File: config.mk
export PLATFORM = sky130hd
export DESIGN_NAME = dsr_readback
export DESIGN_NICKNAME = d
export VERILOG_FILES = /design/src/hw/dsr_readback.v
export VERILOG_INCLUDE_DIRS = /design/src /design/src/include
export SDC_FILE = /design/constraint.sdc
export NUM_CORES = 1
export LEC_CHECK = 0
export BUFFER_PORTS_ARGS = -buffer_cell sky130_fd_sc_hd__clkbuf_2
export CORE_MARGIN = 8
export CORE_UTILIZATION = 40
export DETAILED_ROUTE_END_ITERATION = 10
export PLACE_DENSITY = 0.67
export SKIP_CTS_REPAIR_TIMING = 1
export SYNTH_ARGS = -nofsm -noshare
export SYNTH_HDL_FRONTEND = slang
export SYNTH_SLANG_ARGS = --single-unit
File: constraint.sdc
create_clock -name clock -period 1.5 [get_ports clock]
set_clock_uncertainty 0.1 [all_clocks]
set_input_delay 0.3 -clock clock [delete_from_list [all_inputs] [get_ports clock]]
set_output_delay 0.3 -clock clock [all_outputs]
set_load 0.03 [all_outputs]
File: src/include/dsr_consts.vh
// Constants for the drive status and I/O readback block
`ifndef DSR_CONSTS_VH
`define DSR_CONSTS_VH
// =========================================
// Register offsets (word indices)
`define DSR_STATE_A_OFS 12'h0C8
`define DSR_INPUT_A_OFS 12'h0C9
`define DSR_STATE_B_OFS 12'h4B0
`define DSR_INPUT_B_OFS 12'h4B1
// =========================================
// Drive state word bit positions
`define DSR_ST_FLD_ON 4
`define DSR_ST_FLD_IDC 5
`define DSR_ST_FLD_LIM 6
`define DSR_ST_FLT 8
`define DSR_ST_WRN 9
`define DSR_ST_PH_ORD 10
`define DSR_ST_LINE_PHASE_READY 11
`define DSR_ST_SYNC 14
`define DSR_ST_OS 15
// =========================================
// I/O word bit positions
`define DSR_IO_RUN 0
`define DSR_IO_CONT 1
`define DSR_IO_AUX2 2
`define DSR_IO_AUX3 3
`define DSR_IO_AUX4 4
`define DSR_IO_AUX5 5
`define DSR_IO_GAN 6
`define DSR_IO_BAL 7
`define DSR_IO_STR 8
`define DSR_IO_LVL 9
// =========================================
// Drive control bit positions
`define DSR_CT_FLD_RUN 4
`define DSR_CT_FLD_ID 5
`define DSR_CT_CAL_EN 6
`define DSR_CT_FLT_RST 8
`define DSR_CT_WRN_RST 9
// =========================================
// Reset values and sync loss count
`define DSR_RESET_WORD 16'h0000
`define DSR_SYNC_LOSS_MAX 2'h2
`endif

File: src/hw/dsr_readback.v
// Drive status and I/O readback registers for two drive channels
`include "dsr_consts.vh"

module dsr_readback #(
    parameter CH = 2
) (
    clock,
    rstn,
    clk_en,
    scan_strobe,
    global_stop,
    field_reg_active,
    field_ident_done,
    field_loop_limited,
    fault_event,
    warning_event,
    drive_ctrl_flat,
    line_phase_order,
    line_phase_ready,
    sync_enabled,
    sync_miss,
    sync_match,
    os_download_done,
    run_permit_input,
    contactor_feedback,
    aux_input_two,
    aux_input_three,
    aux_input_four,
    aux_input_five,
    resolver_gain_done,
    resolver_balance_done,
    motor_turning,
    ext_strobe,
    resolver_pos_flat,
    rd_en,
    rd_addr,
    rd_data,
    rd_valid,
    strobe_pos_flat
);
    input wire clock;
    input wire rstn;
    input wire clk_en;
    input wire scan_strobe;
    input wire global_stop;
    input wire [CH-1:0] field_reg_active;
    input wire [CH-1:0] field_ident_done;
    input wire [CH-1:0] field_loop_limited;
    input wire [CH-1:0] fault_event;
    input wire [CH-1:0] warning_event;
    input wire [16*CH-1:0] drive_ctrl_flat;
    input wire [CH-1:0] line_phase_order;
    input wire [CH-1:0] line_phase_ready;
    input wire sync_enabled;
    input wire [CH-1:0] sync_miss;
    input wire [CH-1:0] sync_match;
    input wire [CH-1:0] os_download_done;
    input wire [CH-1:0] run_permit_input;
    input wire [CH-1:0] contactor_feedback;
    input wire [CH-1:0] aux_input_two;
    input wire [CH-1:0] aux_input_three;
    input wire [CH-1:0] aux_input_four;
    input wire [CH-1:0] aux_input_five;
    input wire [CH-1:0] resolver_gain_done;
    input wire [CH-1:0] resolver_balance_done;
    input wire [CH-1:0] motor_turning;
    input wire [CH-1:0] ext_strobe;
    input wire [16*CH-1:0] resolver_pos_flat;
    input wire rd_en;
    input wire [11:0] rd_addr;
    output reg [15:0] rd_data;
    output reg rd_valid;
    output reg [16*CH-1:0] strobe_pos_flat;

    // =========================================
    // Pin synchroniser: 9 pin-level inputs per channel
    localparam PN = 9;
    reg [PN*CH-1:0] pin_s1_reg;
    reg [PN*CH-1:0] pin_s2_reg;
    wire [PN*CH-1:0] pin_raw;
    reg [CH-1:0] strb_prev_reg;
    reg [16*CH-1:0] st_word_reg;
    reg [16*CH-1:0] io_word_reg;
    reg [16*CH-1:0] st_word_next;
    reg [16*CH-1:0] io_word_next;
    reg [CH-1:0] flt_sticky_reg;
    reg [CH-1:0] wrn_sticky_reg;
    reg [CH-1:0] ident_reg;
    reg [CH-1:0] gain_reg;
    reg [CH-1:0] bal_reg;
    reg [CH-1:0] strobe_edge_polarity_reg;
    reg [CH-1:0] str_pend_reg;
    reg [2*CH-1:0] miss_cnt_reg;
    reg [CH-1:0] lock_reg;

    genvar g;
    generate
        for (g = 0; g < CH; g = g + 1) begin : g_pin
            assign pin_raw[PN*g+PN-1:PN*g] = {ext_strobe[g], motor_turning[g],
                run_permit_input[g], contactor_feedback[g], aux_input_two[g],
                aux_input_three[g], aux_input_four[g], aux_input_five[g],
                sync_miss[g]};
        end
    endgenerate

    always @(posedge clock or negedge rstn) begin
        if (!rstn) begin
            pin_s1_reg <= {PN*CH{1'b0}};
            pin_s2_reg <= {PN*CH{1'b0}};
        end else if (clk_en) begin
            pin_s1_reg <= pin_raw;
            pin_s2_reg <= pin_s1_reg;
        end
    end

    // =========================================
    // Channel field pickers
    // Pick one synchronised pin bit of a channel
    function pin_bit;
        input [PN*CH-1:0] v;
        input integer ch;
        input integer idx;
        begin
            pin_bit = v[PN*ch+idx];
        end
    endfunction

    // Pick one drive control bit of a channel
    function ctl_bit;
        input [16*CH-1:0] v;
        input integer ch;
        input integer pos;
        begin
            ctl_bit = v[16*ch+pos];
        end
    endfunction

    // =========================================
    // Event latches; set wins over clear on the same cycle, except ident, where DSR_CT_FLD_ID low clears ahead of a set
    integer i;
    always @(posedge clock or negedge rstn) begin
        if (!rstn) begin
            flt_sticky_reg <= {CH{1'b0}};
            wrn_sticky_reg <= {CH{1'b0}};
            ident_reg <= {CH{1'b0}};
            gain_reg <= {CH{1'b0}};
            bal_reg <= {CH{1'b0}};
        end else if (clk_en) begin
            for (i = 0; i < CH; i = i + 1) begin
                // Cause stays latched while it persists, even through a reset
                if (fault_event[i])
                    flt_sticky_reg[i] <= 1'b1;
                else if (ctl_bit(drive_ctrl_flat, i, `DSR_CT_FLT_RST))
                    flt_sticky_reg[i] <= 1'b0;
                if (warning_event[i])
                    wrn_sticky_reg[i] <= 1'b1;
                else if (ctl_bit(drive_ctrl_flat, i, `DSR_CT_WRN_RST))
                    wrn_sticky_reg[i] <= 1'b0;
                if (!ctl_bit(drive_ctrl_flat, i, `DSR_CT_FLD_ID))
                    ident_reg[i] <= 1'b0;
                else if (field_ident_done[i])
                    ident_reg[i] <= 1'b1;
                // No clear exists for calibration flags, only reset drops them
                if (resolver_gain_done[i])
                    gain_reg[i] <= 1'b1;
                if (resolver_balance_done[i] && ctl_bit(drive_ctrl_flat, i, `DSR_CT_CAL_EN)
                    && pin_bit(pin_s2_reg, i, 7))
                    bal_reg[i] <= 1'b1;
            end
        end
    end

    // =========================================
    // Strobe edge capture; pending bit lives for one published scan
    integer j;
    always @(posedge clock or negedge rstn) begin
        if (!rstn) begin
            strobe_edge_polarity_reg <= {CH{1'b0}};
            str_pend_reg <= {CH{1'b0}};
            strb_prev_reg <= {CH{1'b0}};
            strobe_pos_flat <= {16*CH{1'b0}};
        end else if (clk_en) begin
            for (j = 0; j < CH; j = j + 1) begin
                strb_prev_reg[j] <= pin_bit(pin_s2_reg, j, 8);
                if (pin_bit(pin_s2_reg, j, 8) != strb_prev_reg[j]) begin
                    str_pend_reg[j] <= 1'b1;
                    strobe_edge_polarity_reg[j] <= pin_bit(pin_s2_reg, j, 8);
                    strobe_pos_flat[16*j +: 16] <= resolver_pos_flat[16*j +: 16];
                end else if (scan_strobe && !global_stop) begin
                    str_pend_reg[j] <= 1'b0;
                end
            end
        end
    end

    // =========================================
    // Sync lock; a clean cycle restarts the count, so only back-to-back misses or sync_enabled low drop it
    integer m;
    always @(posedge clock or negedge rstn) begin
        if (!rstn) begin
            miss_cnt_reg <= {2*CH{1'b0}};
            lock_reg <= {CH{1'b0}};
        end else if (clk_en) begin
            for (m = 0; m < CH; m = m + 1) begin
                if (!sync_enabled) begin
                    miss_cnt_reg[2*m +: 2] <= 2'h0;
                    lock_reg[m] <= 1'b0;
                end else if (pin_bit(pin_s2_reg, m, 0)) begin
                    if (miss_cnt_reg[2*m +: 2] == `DSR_SYNC_LOSS_MAX - 2'h1)
                        lock_reg[m] <= 1'b0;
                    if (miss_cnt_reg[2*m +: 2] != `DSR_SYNC_LOSS_MAX)
                        miss_cnt_reg[2*m +: 2] <= miss_cnt_reg[2*m +: 2] + 2'h1;
                end else begin
                    miss_cnt_reg[2*m +: 2] <= 2'h0;
                    if (sync_match[m])
                        lock_reg[m] <= 1'b1;
                end
            end
        end
    end

    // =========================================
    // Word assembly, published once per scan
    integer k;
    always @* begin
        st_word_next = st_word_reg;
        io_word_next = io_word_reg;
        for (k = 0; k < CH; k = k + 1) begin
            st_word_next[16*k +: 16] = `DSR_RESET_WORD;
            st_word_next[16*k+`DSR_ST_FLD_ON] = field_reg_active[k]
                && ctl_bit(drive_ctrl_flat, k, `DSR_CT_FLD_RUN);
            st_word_next[16*k+`DSR_ST_FLD_IDC] = ident_reg[k];
            st_word_next[16*k+`DSR_ST_FLD_LIM] = field_loop_limited[k];
            st_word_next[16*k+`DSR_ST_FLT] = flt_sticky_reg[k];
            st_word_next[16*k+`DSR_ST_WRN] = wrn_sticky_reg[k];
            // Order is only meaningful while ready is set
            st_word_next[16*k+`DSR_ST_PH_ORD] = line_phase_order[k];
            st_word_next[16*k+`DSR_ST_LINE_PHASE_READY] = line_phase_ready[k];
            st_word_next[16*k+`DSR_ST_SYNC] = lock_reg[k] && sync_enabled;
            st_word_next[16*k+`DSR_ST_OS] = os_download_done[k];
            io_word_next[16*k +: 16] = `DSR_RESET_WORD;
            io_word_next[16*k+`DSR_IO_RUN] = pin_bit(pin_s2_reg, k, 6);
            io_word_next[16*k+`DSR_IO_CONT] = pin_bit(pin_s2_reg, k, 5);
            io_word_next[16*k+`DSR_IO_AUX2] = pin_bit(pin_s2_reg, k, 4);
            io_word_next[16*k+`DSR_IO_AUX3] = pin_bit(pin_s2_reg, k, 3);
            io_word_next[16*k+`DSR_IO_AUX4] = pin_bit(pin_s2_reg, k, 2);
            io_word_next[16*k+`DSR_IO_AUX5] = pin_bit(pin_s2_reg, k, 1);
            io_word_next[16*k+`DSR_IO_GAN] = gain_reg[k];
            io_word_next[16*k+`DSR_IO_BAL] = bal_reg[k];
            io_word_next[16*k+`DSR_IO_STR] = str_pend_reg[k];
            io_word_next[16*k+`DSR_IO_LVL] = strobe_edge_polarity_reg[k];
        end
    end

    // =========================================
    // Frozen during global stop so software sees the last scan
    always @(posedge clock or negedge rstn) begin
        if (!rstn) begin
            st_word_reg <= {16*CH{1'b0}};
            io_word_reg <= {16*CH{1'b0}};
        end else if (clk_en && scan_strobe && !global_stop) begin
            st_word_reg <= st_word_next;
            io_word_reg <= io_word_next;
        end
    end

    // =========================================
    // Read port; unmapped addresses return zero
    always @(posedge clock or negedge rstn) begin
        if (!rstn) begin
            rd_data <= 16'h0000;
            rd_valid <= 1'b0;
        end else if (clk_en) begin
            rd_valid <= rd_en;
            if (!rd_en)
                rd_data <= 16'h0000;
            else case (rd_addr)
                `DSR_STATE_A_OFS: rd_data <= st_word_reg[15:0];
                `DSR_INPUT_A_OFS: rd_data <= io_word_reg[15:0];
                `DSR_STATE_B_OFS: rd_data <= st_word_reg[16*CH-1:16*CH-16];
                `DSR_INPUT_B_OFS: rd_data <= io_word_reg[16*CH-1:16*CH-16];
                default: rd_data <= 16'h0000;
            endcase
        end
    end
endmodule // dsr_readback

# Word-level counts from Yosys, hierarchy flattened
# Cells that the tools add are included.
[totals]
output_inout_bits = 49
inputBits = 123
ff_bits = 145
[op_classes]
n_eq_ne = 18
n_mux = 31
addsub = 2
n_reduce_logical = 36
[op_table]
columns = ["cell", "count"]
rows = [
  ["16-bit case mux with 4 select lines", 1],
  ["2-bit AND reduction", 16],
  ["12-bit by 11-bit == test with 1-bit output (second input constant)", 2],
  ["12-bit by 8-bit == test with 1-bit output (second input constant)", 2],
  ["1-bit 2-to-1 mux", 23],
  ["16-bit 2-to-1 mux", 1],
  ["2-bit 2-to-1 mux", 6],
  ["3-bit by 2-bit != test with 1-bit output (second input constant)", 4],
  ["2-bit nonzero test", 6],
  ["1-bit logical AND", 11],
  ["2-bit != test (second input constant)", 4],
  ["3-bit by 1-bit != test with 1-bit output (second input constant)", 2],
  ["3-bit AND reduction", 2],
  ["2-bit by 1-bit adder with 2-bit output (second input constant)", 2],
  ["2-bit by 1-bit == test with 1-bit output (second input constant)", 2],
  ["1-bit != test", 2],
  ["1-bit zero test", 1],
]

# Depth between registers and ports, before layout
[depth]
ltp_word = 4
ltp_mapped = 6
ltp_nobuf = 6

# Worst setup path before layout
# No wires, ideal clock.
[synth_timing]
kind = "input to register"
from = "input rd_addr[2]"
to = "register rd_data[10]"
path_stages = 4
n_path_buf = 0
required_time_ps = 1299
arrival_ps = 1502
slack_ps = -203
cell_sequence = "or4b_4 > nor4_4 > o21ai_2 > o32ai_1"
[synth_between]
elab_chain_len = 3
word_cells_on_any_way = 6
cone_classes = "eq/ne: 4; mux: 2"
[synth_rtl]
columns = ["element", "line", "text"]
rows = [
  ["from (decl)", "dsr_readback.v:70", "input wire [11:0] rd_addr;"],
  ["12-bit by 11-bit == test with 1-bit output or 12-bit by 8-bit == test with 1-bit output (tied branches)", "dsr_readback.v:277", "else case (rd_addr)"],
  ["16-bit case mux with 4 select lines *", "dsr_readback.v:277", ""],
  ["16-bit 2-to-1 mux *", "dsr_readback.v:275", "if (!rd_en)"],
  ["to (signal assigned)", "dsr_readback.v:278", "`DSR_STATE_A_OFS: rd_data <= st_word_reg[15:0];"],
  ["to (signal assigned)", "dsr_readback.v:279", "`DSR_INPUT_A_OFS: rd_data <= io_word_reg[15:0];"],
  ["to (signal assigned)", "dsr_readback.v:280", "`DSR_STATE_B_OFS: rd_data <= st_word_reg[16*CH-1:16*CH-16];"],
  ["to (decl)", "dsr_readback.v:71", "output reg [15:0] rd_data;"],
]
# Mark *: on every way between the ends. The rest lies on a longest branch, timed or not.
# A chain may end at the register's enable or synchronous reset.

# Worst setup path in the final report
[layout_timing]
from = "input rd_addr[2]"
to = "register rd_data[5]"
# The elaborated chain is that of the path after synthesis.

==> impl_metrics.py <==
metrics = {
    "status": {
        "status": "finished with violations",
        "violations": "negative setup slack",
    },
    "yosys": {
        "synth-edff-count": 0,
        "yosysWarnings": 0,
        "avgSynthCellArea_sq_um": 13.5,
        "netlist_area_sq_um": 5780,
        "ys_top_cells_by_area": "dfrtp_1 (62%), mux2_2 (20%), nand2_1 (2.5%)",
        "synthArstFlopShare_pct": 100,
        "seq_area_frac_synth_pct": 62.0,
        "synth_top_area_cell": "dfrtp_1",
        "yosysMostFrequentCell": "dfrtp_1",
        "ys_types": 32,
        "synth.top_cells.by_count": "dfrtp_1 (143), mux2_2 (105), nand2_1 (38)",
        "ys_seq_elements": 143,
        "syn_inst": 429,
        "synth_top_area_share_pct": 62.0,
        "synth_ff_type": "dfrtp_1",
    },
    "cts": {
        "cts_buffers": 17,
        "cts_tree": "done",
        "worstSkewPairLatency_ns": 0.41,
        "cts_buffer_depth": 2,
        "clkTransAtPathRegs_ns": 0.05,
        "cts.sinks": 143,
        "htreeDepth": 4,
        "root_buffer": "clkbuf_16",
    },
    "die": {
        "die_area_sq_um": 18500,
        "coreArea_sq_um": 14300,
        "start_util_pct": 40.3,
        "row_count": 44,
        "ios": 172,
        "die_w_microns": 136,
        "fp.dieH_microns": 136,
    },
    "critical_path": {
        "start_kind": "input port",
        "crit_type": "input port to register",
        "crit_fanout": 4,
        "crit_path_frequent_cell": "buf_4",
        "critical_path_required_ns": 1.71,
        "slowest_stage": "or4b_4",
        "cpPeakStageDelay_ns": 0.54,
        "endpoint_kind": "register",
        "crit_buf_inv": 3,
        "crit_arrival_ns": 1.76,
        "crit_chain": "clkbuf_2, or4b_4, nor4_4, buf_4, buf_4, o21ai_2, o221ai_1",
        "crit_family": "simple AND/OR/NAND/NOR gates",
    },
    "min_path": {
        "hold_path_class": "input port to register",
    },
    "sta": {
        "grt_setup_unrepaired": "yes",
        "fmaxAchievable_mhz": 647,
        "layout_setup_ws_ns": -0.0464,
        "hold_viol_final": 0,
        "fin_crit_ns": 1.55,
        "maxSlewViolCount": 0,
        "min_period_over_period_pct": 103,
        "setup_viol": 7,
    },
    "route": {
        "wirelength_mm": 13.1,
        "drc": 0,
        "drtIter0Drc": 207,
        "wl_per_cell_microns": 16.4,
        "drtAntennaViolNets": 0,
        "vias": 4013,
        "first_pass_iters": 4,
        "avgViaCountPerCell": 5.02,
    },
    "finish": {
        "largest_reg_flops": 32,
        "antennaDiodeCount": 0,
        "drive_gt1_share_pct": 50.9,
        "fillers": 1244,
        "final_nets": 730,
        "area_growth_pct": 31.4,
    },
    "power_and_ir_drop": {
        "total_power_mw": 11.9,
        "power.density_nw_per_um2": 1560,
        "p_leak_nw": 3.55,
        "peakVddDrop_uv": 1080,
    },
    "global_route": {
        "first_global_vias": 4327,
        "overflow": 0,
        "antenna_found_initial": 2,
        "grt_pass1_wl_mm": 20.8,
        "grt.total_usage_pct": 14.4,
        "grt_max_degree": 43,
    },
    "placed_design": {
        "gp_congestion": 0.754,
        "dpl_worst_slack_ns": -0.483,
        "dp_hpwl_mm": 9.80,
        "port_buffers": 147,
    },
    "run": {
        "max_cap_violations": 0,
    },
}
cell type report:
type                    count  area, sq um  area share (%)
clock buffers              24          482            6.35
clock inverters             7         85.1            1.12
inverters                  20         75.1           0.989
multi-input cells         245         2070            27.3
flip-flops and latches    143         3580            47.2
well taps                 184          230            3.03
repair buffers            176         1060            14.0
cells by family after synthesis:
family | after synthesis | synth area share [%]
compound gates | 58 | 6.82
xor+xnor | 2 | 0.303
fa+ha+maj | 4 | 0.867
buf+inv | 43 | 3.05
flops | 143 | 62.0
mux | 105 | 20.5
other cells | 1 | 0.0649
simple gates | 73 | 6.46
path summary, 6_finish.rpt:
kind / cells past startpoint / from / to / slack (ns)
worst min-delay path: 2 / fault_event[0] / flt_sticky_reg[0] / 0.01
worst max-delay path: 7 / rd_addr[2] / rd_data[5] / -0.05
worst max register to register: 4 / pin_s2_reg[8] / strobe_pos_flat[7] / 0.09
min in group asynchronous: 2 / rstn / strobe_pos_flat[2] / 0.20
worst min register to register: 1 / gain_reg[1] / gain_reg[1] / 0.35
max in group asynchronous: 3 / rstn / rd_valid / 0.55
through the flow:
step / cells / hold WS [ns] / area (sq um) / TNS (ns) / utilization, %
3_3_place_gp: 760 / 0.0679 / 6910 / -4.50 / 48.3
4_1_cts: 791 / -0.375 / 7470 / -0.0392 / 52.2
3_5_place_dp: 760 / 0.0726 / 6910 / -5.14 / 48.3
6_report: 799 / 0.0103 / 7590 / -0.0835 / 53.0
5_1_grt: 799 / 0.00166 / 7590 / -0.508 / 53.0
2_1_floorplan: 430 / -0.0956 / 5800 / -2.39 / -
power by group:
group | total [mW] | switching, mW | internal, mW
Clock | 4.01 | 1.45 | 2.55
Sequential | 5.18 | 0.477 | 4.71
Combinational | 2.68 | 1.52 | 1.16
Total | 11.9 | 3.45 | 8.42
routing by layer:
layer | routed length, microns | vias up | track usage (%) | part of all wire (%)
li1 | - | 1872 | - | -
met4 | 205 | 4 | 5.80 | 1.6
met3 | 1130 | 20 | 6.58 | 8.6
met5 | 27 | - | 0 | 0.21
met2 | 6310 | 120 | 22.7 | 48
met1 | 5430 | 1997 | 16.8 | 41
layout by cell type (no fill, tap or decap), types with 5 or more instances in the layout:
cell	n
a211oi_1	5
a21oi_1	9
a31oi_1	7
buf_12	7
buf_4	16
clkbuf_16	17
clkbuf_2	145
clkinv_2	5
dfrtp_1	143
dlygate4sd3_1	5
inv_1	20
mux2_2	105
nand2_1	36
nand2b_1	8
nand3_1	5
nand4_1	10
o21ai_0	11
o221ai_1	5
No activity file was read; power rests on OpenSTA's default activity.
